--- src/logic/tws_pkg.sv ---
// constants, codes and carrier types of the two-wire slave block
package tws_pkg;
	// register word addresses on the plain register port
	localparam logic [1:0] ADR_OWN    = 2'h0;
	localparam logic [1:0] ADR_CTRL   = 2'h1;
	localparam logic [1:0] ADR_STATUS = 2'h2;
	localparam logic [1:0] ADR_DATA   = 2'h3;
	// control register bit positions
	localparam int BIT_FLAG  = 7;
	localparam int BIT_ACK   = 6;
	localparam int BIT_STA   = 5;
	localparam int BIT_STO   = 4;
	localparam int BIT_WC    = 3;
	localparam int BIT_EN    = 2;
	localparam int BIT_IE    = 0;
	// own address register: general call enable position
	localparam int BIT_GCE   = 0;
	// reset values
	localparam logic [7:0] RST_OWN    = 8'hFE;
	localparam logic [7:0] RST_DATA   = 8'hFF;
	localparam logic [7:0] RST_STATUS = 8'hF8;
	// slave status codes, prescaler bits zero
	localparam logic [7:0] ST_SR_OWN     = 8'h60;
	localparam logic [7:0] ST_SR_OWN_ARB = 8'h68;
	localparam logic [7:0] ST_SR_GC      = 8'h70;
	localparam logic [7:0] ST_SR_GC_ARB  = 8'h78;
	localparam logic [7:0] ST_SR_DATA_A  = 8'h80;
	localparam logic [7:0] ST_SR_DATA_N  = 8'h88;
	localparam logic [7:0] ST_GC_DATA_A  = 8'h90;
	localparam logic [7:0] ST_GC_DATA_N  = 8'h98;
	localparam logic [7:0] ST_SR_STOP    = 8'hA0;
	localparam logic [7:0] ST_ST_OWN     = 8'hA8;
	localparam logic [7:0] ST_ST_OWN_ARB = 8'hB0;
	localparam logic [7:0] ST_ST_DATA_A  = 8'hB8;
	localparam logic [7:0] ST_ST_DATA_N  = 8'hC0;
	localparam logic [7:0] ST_ST_LAST_A  = 8'hC8;
	localparam logic [7:0] ST_NO_INFO    = 8'hF8;
	localparam logic [7:0] GC_ADDRESS    = 8'h00;
	localparam logic [3:0] BITS_PER_BYTE = 4'h8;
	localparam int         SYNC_WIDTH    = 2;

	typedef enum {TWS_IDLE, TWS_ADDR, TWS_ADDR_ACK, TWS_RX_DATA, TWS_RX_ACK,
		TWS_TX_DATA, TWS_TX_ACK, TWS_IGNORE} tws_state_t;

	// conditions seen on the bus, one clk_in cycle each except the levels
	typedef struct packed {
		logic scl_rise;
		logic scl_fall;
		logic start;
		logic stop;
		logic scl;
		logic sda;
	} tws_ev_t;
endpackage

--- src/logic/tws_sync.sv ---
// two-flop synchronisers for the bus pins
`timescale 1ns/10ps
module tws_sync (
	input  wire logic                         clk_in,
	input  wire logic                         reset_in,
	input  wire logic [tws_pkg::SYNC_WIDTH-1:0] async_in,
	output logic      [tws_pkg::SYNC_WIDTH-1:0] sync_out
);
	logic [tws_pkg::SYNC_WIDTH-1:0] meta;

	genvar i;
	generate
		for (i = 0; i < tws_pkg::SYNC_WIDTH; i++) begin : g_bit
			// released bus idles high, so reset to one
			always_ff @(posedge clk_in) begin
				if (reset_in) begin
					meta[i]     <= 1'b1;
					sync_out[i] <= 1'b1;
				end else begin
					meta[i]     <= async_in[i];
					sync_out[i] <= meta[i];
				end
			end
		end
	endgenerate
endmodule

--- src/logic/tws_cond.sv ---
// edge and start/stop detection on the synchronised bus lines
`timescale 1ns/10ps
module tws_cond (
	input  wire logic            clk_in,
	input  wire logic            reset_in,
	input  wire logic            scl_in,
	input  wire logic            sda_in,
	output tws_pkg::tws_ev_t     ev_out
);
	logic scl_d;
	logic sda_d;

	always_ff @(posedge clk_in) begin
		if (reset_in) begin
			scl_d  <= 1'b1;
			sda_d  <= 1'b1;
			ev_out <= '{scl: 1'b1, sda: 1'b1, default: 1'b0};
		end else begin
			scl_d           <= scl_in;
			sda_d           <= sda_in;
			ev_out.scl      <= scl_in;
			ev_out.sda      <= sda_in;
			ev_out.scl_rise <= scl_in && !scl_d;
			ev_out.scl_fall <= !scl_in && scl_d;
			// data moving while the clock stays high marks a condition
			ev_out.start    <= scl_in && scl_d && sda_d && !sda_in;
			ev_out.stop     <= scl_in && scl_d && !sda_d && sda_in;
		end
	end
endmodule

--- src/logic/tws_slave.sv ---
// two-wire slave receiver/transmitter with registers and address match
// Notes on behaviour
// 0x88: own data, NACK sent, leave addressed
// flag cleared with start: START once free
// 0x90: general call data acknowledged
// 0x98: general call data NACK, unaddressed
// stop or restart while addressed as receiver reports 0xA0
// compare address with upper seven own bits
// general call only when own bit0 set
// software sets enable and acknowledge first
// software clears start and stop at init
// read bit selects transmit, else receive
// address match sets flag and status
// arbitration lost then read reports 0xB0
// ack-enable cleared: last byte, 0xC0/0xC8
// after last byte release SDA, ignore master
// master ACK after last byte gives 0xC8
// ack-enable low hides own address
// sleep: address match still acknowledged
// wake-up holds SCL low until flag cleared
// data register may stay stale in sleep
// status prescaler bits read zero
// flag set stretches SCL low
`timescale 1ns/10ps
module tws_slave (
	input  wire logic       clk_in,
	input  wire logic       reset_in,
	input  wire logic [1:0] addr_in,
	input  wire logic [7:0] wdata_in,
	input  wire logic       wr_in,
	input  wire logic       rd_in,
	output logic      [7:0] rdata_out,
	input  wire logic       scl_in,
	input  wire logic       sda_in,
	output logic            scl_oe_out,
	output logic            sda_oe_out,
	input  wire logic       sleep_in,
	input  wire logic       arb_lost_in,
	output logic            wake_out,
	output logic            start_out
);
	////////////////////////////////////////////////////////////////////////
	logic [1:0]          pins_sync;
	tws_pkg::tws_ev_t    ev;
	tws_pkg::tws_state_t st;
	logic [7:0] own_addr;
	logic [7:0] status;
	logic [7:0] data;
	logic [7:0] shreg;
	logic [7:0] tx_shift;
	logic [3:0] cnt;
	logic       flag;
	logic       ack_en;
	logic       start_request_column;
	logic       stop_request_column;
	logic       wc;
	logic       en;
	logic       ie;
	logic       drive;
	logic       is_read;
	logic       is_gc;
	logic       ack_given;
	logic       mack;
	logic       last_byte;
	logic       start_pending;
	logic       bus_free;
	logic       wr_ctrl;
	logic       flag_clr;
	logic       own_hit;
	logic       gc_hit;
	logic       byte_done;
	logic       rx_store;

	tws_sync u_sync (
		.clk_in   (clk_in),
		.reset_in (reset_in),
		.async_in ({scl_in, sda_in}),
		.sync_out (pins_sync)
	);

	tws_cond u_cond (
		.clk_in   (clk_in),
		.reset_in (reset_in),
		.scl_in   (pins_sync[1]),
		.sda_in   (pins_sync[0]),
		.ev_out   (ev)
	);

	function automatic logic is_addressed_rx(input tws_pkg::tws_state_t s);
		return (s == tws_pkg::TWS_RX_DATA) || (s == tws_pkg::TWS_RX_ACK);
	endfunction

	assign wr_ctrl   = wr_in && (addr_in == tws_pkg::ADR_CTRL);
	assign flag_clr  = wr_ctrl && wdata_in[tws_pkg::BIT_FLAG];
	assign own_hit   = en && ack_en && (shreg[7:1] == own_addr[7:1]);
	assign gc_hit    = en && ack_en && own_addr[tws_pkg::BIT_GCE]
		&& (shreg == tws_pkg::GC_ADDRESS);
	assign byte_done = ev.scl_fall && (cnt == tws_pkg::BITS_PER_BYTE);
	// asleep, received bytes are not copied out; the data word goes stale
	assign rx_store  = byte_done && (st == tws_pkg::TWS_RX_DATA) && !sleep_in;

	////////////////////////////////////////////////////////////////////////
	// software configuration
	always_ff @(posedge clk_in) begin
		if (reset_in) begin
			own_addr <= tws_pkg::RST_OWN;
			ack_en   <= 1'b0;
			start_request_column      <= 1'b0;
			stop_request_column      <= 1'b0;
			en       <= 1'b0;
			ie       <= 1'b0;
		end else begin
			if (wr_in && addr_in == tws_pkg::ADR_OWN) begin
				own_addr <= wdata_in;
			end
			if (wr_ctrl) begin
				ack_en <= wdata_in[tws_pkg::BIT_ACK];
				start_request_column    <= wdata_in[tws_pkg::BIT_STA];
				stop_request_column    <= wdata_in[tws_pkg::BIT_STO];
				en     <= wdata_in[tws_pkg::BIT_EN];
				ie     <= wdata_in[tws_pkg::BIT_IE];
			end
		end
	end

	// data word: a received byte wins over a software write in the same cycle
	always_ff @(posedge clk_in) begin
		if (reset_in) begin
			data <= tws_pkg::RST_DATA;
			wc   <= 1'b0;
		end else begin
			if (wr_in && addr_in == tws_pkg::ADR_DATA) begin
				if (flag) begin
					data <= wdata_in;
				end else begin
					wc <= 1'b1;
				end
			end
			if (wr_ctrl && !wdata_in[tws_pkg::BIT_WC]) begin
				wc <= 1'b0;
			end
			if (rx_store) begin
				data <= shreg;
			end
		end
	end

	////////////////////////////////////////////////////////////////////////
	// slave engine, interrupt flag and status
	always_ff @(posedge clk_in) begin
		if (reset_in) begin
			st        <= tws_pkg::TWS_IDLE;
			cnt       <= 4'h0;
			shreg     <= 8'h00;
			tx_shift  <= 8'hFF;
			drive     <= 1'b0;
			is_read   <= 1'b0;
			is_gc     <= 1'b0;
			ack_given <= 1'b0;
			mack      <= 1'b0;
			last_byte <= 1'b0;
			flag      <= 1'b0;
			status    <= tws_pkg::RST_STATUS;
		end else begin
			// clear first; any set below overrides it
			if (flag_clr) begin
				flag <= 1'b0;
			end
			if (flag_clr && st == tws_pkg::TWS_TX_DATA && cnt == 4'h0) begin
				tx_shift  <= data;
				drive     <= !data[7];
				last_byte <= !wdata_in[tws_pkg::BIT_ACK];
			end
			if (!en) begin
				st    <= tws_pkg::TWS_IDLE;
				drive <= 1'b0;
			end else if (ev.start || ev.stop) begin
				if (is_addressed_rx(st)) begin
					flag   <= 1'b1;
					status <= tws_pkg::ST_SR_STOP;
				end
				st    <= ev.start ? tws_pkg::TWS_ADDR : tws_pkg::TWS_IDLE;
				cnt   <= 4'h0;
				drive <= 1'b0;
			end else begin
				unique case (st)
					tws_pkg::TWS_IDLE, tws_pkg::TWS_IGNORE: begin
						drive <= 1'b0;
					end
					tws_pkg::TWS_ADDR: begin
						if (ev.scl_rise) begin
							shreg <= {shreg[6:0], ev.sda};
							cnt   <= cnt + 4'h1;
						end else if (byte_done) begin
							if (own_hit || gc_hit) begin
								st      <= tws_pkg::TWS_ADDR_ACK;
								drive   <= 1'b1;
								is_read <= own_hit && shreg[0];
								is_gc   <= !own_hit;
							end else begin
								st <= tws_pkg::TWS_IGNORE;
							end
						end
					end
					tws_pkg::TWS_ADDR_ACK: begin
						if (ev.scl_fall) begin
							drive <= 1'b0;
							cnt   <= 4'h0;
							flag  <= 1'b1;
							if (is_read) begin
								st     <= tws_pkg::TWS_TX_DATA;
								status <= arb_lost_in ? tws_pkg::ST_ST_OWN_ARB
									: tws_pkg::ST_ST_OWN;
							end else begin
								st <= tws_pkg::TWS_RX_DATA;
								if (is_gc) begin
									status <= arb_lost_in ? tws_pkg::ST_SR_GC_ARB
										: tws_pkg::ST_SR_GC;
								end else begin
									status <= arb_lost_in ? tws_pkg::ST_SR_OWN_ARB
										: tws_pkg::ST_SR_OWN;
								end
							end
						end
					end
					tws_pkg::TWS_RX_DATA: begin
						if (ev.scl_rise) begin
							shreg <= {shreg[6:0], ev.sda};
							cnt   <= cnt + 4'h1;
						end else if (byte_done) begin
							st        <= tws_pkg::TWS_RX_ACK;
							drive     <= ack_en;
							ack_given <= ack_en;
						end
					end
					tws_pkg::TWS_RX_ACK: begin
						if (ev.scl_fall) begin
							drive <= 1'b0;
							cnt   <= 4'h0;
							flag  <= 1'b1;
							st    <= ack_given ? tws_pkg::TWS_RX_DATA : tws_pkg::TWS_IGNORE;
							if (is_gc) begin
								status <= ack_given ? tws_pkg::ST_GC_DATA_A
									: tws_pkg::ST_GC_DATA_N;
							end else begin
								status <= ack_given ? tws_pkg::ST_SR_DATA_A
									: tws_pkg::ST_SR_DATA_N;
							end
						end
					end
					tws_pkg::TWS_TX_DATA: begin
						if (ev.scl_rise) begin
							cnt <= cnt + 4'h1;
						end else if (byte_done) begin
							st    <= tws_pkg::TWS_TX_ACK;
							drive <= 1'b0;
						end else if (ev.scl_fall && cnt != 4'h0) begin
							tx_shift <= {tx_shift[6:0], 1'b1};
							drive    <= !tx_shift[6];
						end
					end
					tws_pkg::TWS_TX_ACK: begin
						if (ev.scl_rise) begin
							mack <= !ev.sda;
						end else if (ev.scl_fall) begin
							flag <= 1'b1;
							cnt  <= 4'h0;
							if (last_byte) begin
								// unaddressed: the master now clocks in ones
								st     <= tws_pkg::TWS_IGNORE;
								status <= mack ? tws_pkg::ST_ST_LAST_A
									: tws_pkg::ST_ST_DATA_N;
							end else if (mack) begin
								st     <= tws_pkg::TWS_TX_DATA;
								status <= tws_pkg::ST_ST_DATA_A;
							end else begin
								st     <= tws_pkg::TWS_IGNORE;
								status <= tws_pkg::ST_ST_DATA_N;
							end
						end
					end
				endcase
			end
		end
	end

	// stretching is the flag itself; a slow wake-up blocks the bus that long
	assign scl_oe_out = flag;
	assign sda_oe_out = drive;

	////////////////////////////////////////////////////////////////////////
	// pending START towards the master section, and wake request
	always_ff @(posedge clk_in) begin
		if (reset_in) begin
			start_pending <= 1'b0;
			bus_free      <= 1'b1;
			start_out     <= 1'b0;
			wake_out      <= 1'b0;
		end else begin
			if (ev.stop) begin
				bus_free <= 1'b1;
			end else if (ev.start) begin
				bus_free <= 1'b0;
			end
			if (flag_clr && wdata_in[tws_pkg::BIT_STA]
				&& (st == tws_pkg::TWS_IGNORE || st == tws_pkg::TWS_IDLE)) begin
				start_pending <= 1'b1;
			end else if (wr_ctrl && !wdata_in[tws_pkg::BIT_STA]) begin
				start_pending <= 1'b0;
			end
			start_out <= start_pending && bus_free && !ev.start;
			wake_out  <= sleep_in && flag;
		end
	end

	// register read port, answer one cycle after the strobe
	always_ff @(posedge clk_in) begin
		if (reset_in) begin
			rdata_out <= 8'h00;
		end else if (rd_in) begin
			unique case (addr_in)
				tws_pkg::ADR_OWN:    rdata_out <= own_addr;
				tws_pkg::ADR_CTRL:   rdata_out <= {flag, ack_en, start_request_column, stop_request_column, wc, en, 1'b0, ie};
				tws_pkg::ADR_STATUS: rdata_out <= flag ? {status[7:3], 3'h0}
					: tws_pkg::ST_NO_INFO;
				tws_pkg::ADR_DATA:   rdata_out <= data;
			endcase
		end else begin
			rdata_out <= 8'h00;
		end
	end
endmodule

--- config.mk ---
export PLATFORM = sky130hd
export DESIGN_NAME = tws_slave
export DESIGN_NICKNAME = d
export VERILOG_FILES = /design/src/logic/tws_pkg.sv /design/src/logic/tws_sync.sv /design/src/logic/tws_cond.sv /design/src/logic/tws_slave.sv
export SDC_FILE = /design/constraint.sdc
export NUM_CORES = 1
export LEC_CHECK = 0
export ABC_AREA = 1
export BUFFER_PORTS_ARGS = -buffer_cell sky130_fd_sc_hd__buf_4
export CAP_MARGIN = 20
export CORE_MARGIN = 3
export CORE_UTILIZATION = 55
export DETAILED_ROUTE_END_ITERATION = 8
export GPL_TIMING_DRIVEN = 0
export PLACE_DENSITY_LB_ADDON = 0.25
export SYNTH_ARGS = -nofsm -noshare
export SYNTH_HDL_FRONTEND = slang
export SYNTH_SLANG_ARGS = --single-unit
--- constraint.sdc ---
create_clock -name clk_in -period 2.4 [get_ports clk_in]
set_clock_uncertainty 0.15 [all_clocks]
set_input_delay 0 -clock clk_in [delete_from_list [all_inputs] [get_ports clk_in]]
set_output_delay 0 -clock clk_in [all_outputs]
set_load 0.005 [all_outputs]
==> flow_summary.ini <==
[outcome]
status = finished, final reports clean

[grt]
antenna_found_initial = 0
grt_max_degree = 14
grt_pass1_wl_um = 16190
gr-usage-all-layers = 0.2764
grt_overflow_total = 0
grt_pass1_vias = 3234

[sta]
relSlewSlack = 0.5839
final-max-slew-violation-count = 0
setup_viol = 0
fin_crit_sh = 0.8843
finalCriticalPeriod_ns = 2.122
rsz0062_at_grt = no
fmax_mhz = 471.2
hold_viol_final = 0
finalSetupTns_ns = 0
worst_slew_pin_slew_ns = 0.6241

[drt]
drc = 0
ant_nets = 0
avgRoutedWirePerCell_um = 15.77
drtIter0Drc = 393
drtPass1Iterations = 5
vias = 3633
vias_per_cell = 5.712
wl_um = 10030

[critical_path]
cpMaxStageDelayCell = dfxtp_1
critPathRequiredTime_ns = 2.48
ff2ff_setup_slack_ns = 0.28
crit_start = cnt[0]
path_cells = inv_1 > ha_1 > nand2_1 > nor3_2 > nand2_1 > nor2_1 > nand3_1 > o21ai_0 > a21oi_1
reg2reg_from = cnt[0]
worstPathArrival_ns = 2.21
cp.depth = 9
end_kind = register
endpoint = is_gc
startpoint_type = register
rr_endpoint = is_gc
crit_path_frequent_cell = nand2_1
rr_worst_depth = 9
path_max_fanout = 6
cp_num_buf_inv = 1
cp_slowest_stage_delay_ns = 0.34
worstSetupPathType = register to register
crit_family = simple AND/OR/NAND/NOR gates

[placement]
dp_hpwl_um = 7294
port_buffers = 29
dpl.cell_count = 600
gp_congestion = 0.9940

[power_and_ir_drop]
p_sw_mw = 0.6153
pwr-share-seq = 0.514
clockPowerShare = 0.405
internal-power_mw = 1.998
swShare = 0.2354
p_leak_nw = 1.971
powerDensity_nw_per_um2 = 602.8
peakVddDrop_uv = 503.4
power_mw = 2.613
combPwrFrac = 0.081

[die]
die_x_um = 87
rows = 28
start_util = 0.5886
dieHeight_um = 87
die-area_um2 = 7569
coreArea_um2 = 6131
io_pins = 30

[clock_tree]
cts_sinks = 78
cts_repair_resize_count = 0
clock_path_buffers = 2
cts_tree = built
cts_inserted_buffers = 9
clk_pin_slew_ns = 0.08
root_buffer = clkbuf_8
cts_setup_buffers = 0
h-tree-depth = 3
cts_hold_buffers = 20
insertion_delay_ns = 0.35

[cells_and_area]
drive_above_1_share = 0.1408
nNetsFinal = 576
area_growth_pct = 20.15
final_cells = 636
postLayoutCoreUtil = 0.7071
num_antenna_cells = 0

[hold_path]
holdPathStages = 3
hold_class = primary input to register

[synth]
synthFlopType = dfxtp_1
yosysWarningCount = 0
ys_ff_latch = 78
synth-edff-count = 0
ys_types = 32
yosysSeqAreaShare = 0.4327
syn_area_per_cell_um2 = 7.275
netlist.area_leader.share = 0.4327
netlist_area_um2 = 3608
synth_cells = 496
synth_fp_nets = 516
synth.area.top_cells = dfxtp_1 43%, nand2_1 12%, inv_1 7.2%, o21ai_0 6.0%, a21oi_1 5.0%
async_reset_ff_frac = 0
synth_top_area_cell = dfxtp_1

[run]
maxCapViolations = 0
through the flow:
stage          setup WS (ns)  cell area [um^2]  hold WS (ns)
2_1_floorplan         0.7490              3608      -0.04619
3_3_place_gp          0.3892              3920       0.03570
3_5_place_dp          0.3720              3920       0.03827
4_1_cts               0.3406              4335        0.2240
5_1_grt               0.1638              4335        0.2548
6_report              0.2777              4335        0.2440
registers in the layout, summed over array words and instances (netlist names), 2 cells and up:
signal and flops:
status 5, own_addr 8, shreg 8, st 3
u_sync.meta 2, data 8, cnt 4, u_cond.ev_out 5
tx_shift 7, rdata_out 8, u_sync.sync_out 2
area by class of cell:
type | count | area, um^2
multi-input combinational | 333 | 1717
fill | 506 | 1795
sequential | 78 | 1562
clock inverter | 5 | 83.83
tap | 75 | 93.84
clock buffer | 11 | 131.4
buffer | 10 | 48.80
inverter | 75 | 281.5
timing repair buffer | 49 | 417.9
how the worst min path moves through the flow:
stage | from | end | slack [ns]
after floorplan | sda_in | u_sync.meta[0] | -0.05
after global placement | scl_in | u_sync.meta[1] | 0.04
after detailed placement | sda_in | u_sync.meta[0] | 0.04
after CTS | sda_in | u_sync.meta[0] | 0.22
after global routing | scl_in | u_sync.meta[1] | 0.25
final | sda_in | u_sync.meta[0] | 0.24
synthesized netlist by cell type, types with 8 or more instances:
master	n
inv_1	69
a21oi_1	36
nand3_1	23
o21ai_0	43
dfxtp_1	78
a31oi_1	8
o211ai_1	12
nor2_1	30
nor3_1	16
nand2_1	111
power groups by stage:
| stage | sequential [mW] | clock [mW] | combinational (mW) |
|---|---|---|---|
| finish | 1.34 | 1.06 | 0.211 |
| global route | 1.35 | 1.13 | 0.232 |
| floorplan | 1.37 | 0 | 0.105 |
| CTS | 1.34 | 1.07 | 0.207 |
| global placement | 1.37 | 0 | 0.179 |
| detailed placement | 1.37 | 0 | 0.181 |
routing by layer:
metal  up-vias  part of all wire  global-route usage
met5         -                 0                   0
li1       1771                 -                   -
met1      1652              0.45              0.3867
met2       176              0.44              0.4189
met3        34             0.093             0.05771
met4         0             0.021              0.1020
placed cells by master, fill, tap and decap left out, drive strengths merged, types with 4 or more instances in the layout:
cell type | Yosys | final
nor2 | 38 | 38
nor3 | 17 | 17
a21oi | 36 | 36
dfxtp | 78 | 78
nand2 | 117 | 117
inv | 75 | 75
buf | 4 | 33
o2111ai | 4 | 4
or2 | 4 | 4
a31oi | 8 | 8
clkbuf | 6 | 17
a221oi | 6 | 6
o21ai | 49 | 49
dlygate4sd3 | 0 | 20
o211ai | 12 | 12
nand3 | 27 | 27
nand4 | 6 | 6
tightest hold or removal path, delay by kind of cell:
kind | cells | cell delay [ns]
AND/OR/NAND/NOR | 1 | 0.08
buffers and inverters | 2 | 0.63
cells by family (layout without fill, tap and decap cells):
family | Yosys count | in the layout | synth area share
fa+ha+maj | 2 | 2 | 0.006934
simple gates | 212 | 212 | 0.2791
xor+xnor | 1 | 1 | 0.002428
buf+inv | 85 | 150 | 0.09154
flops | 78 | 78 | 0.4327
compound gates | 118 | 118 | 0.1872
No activity file was read; power rests on OpenSTA's default activity.
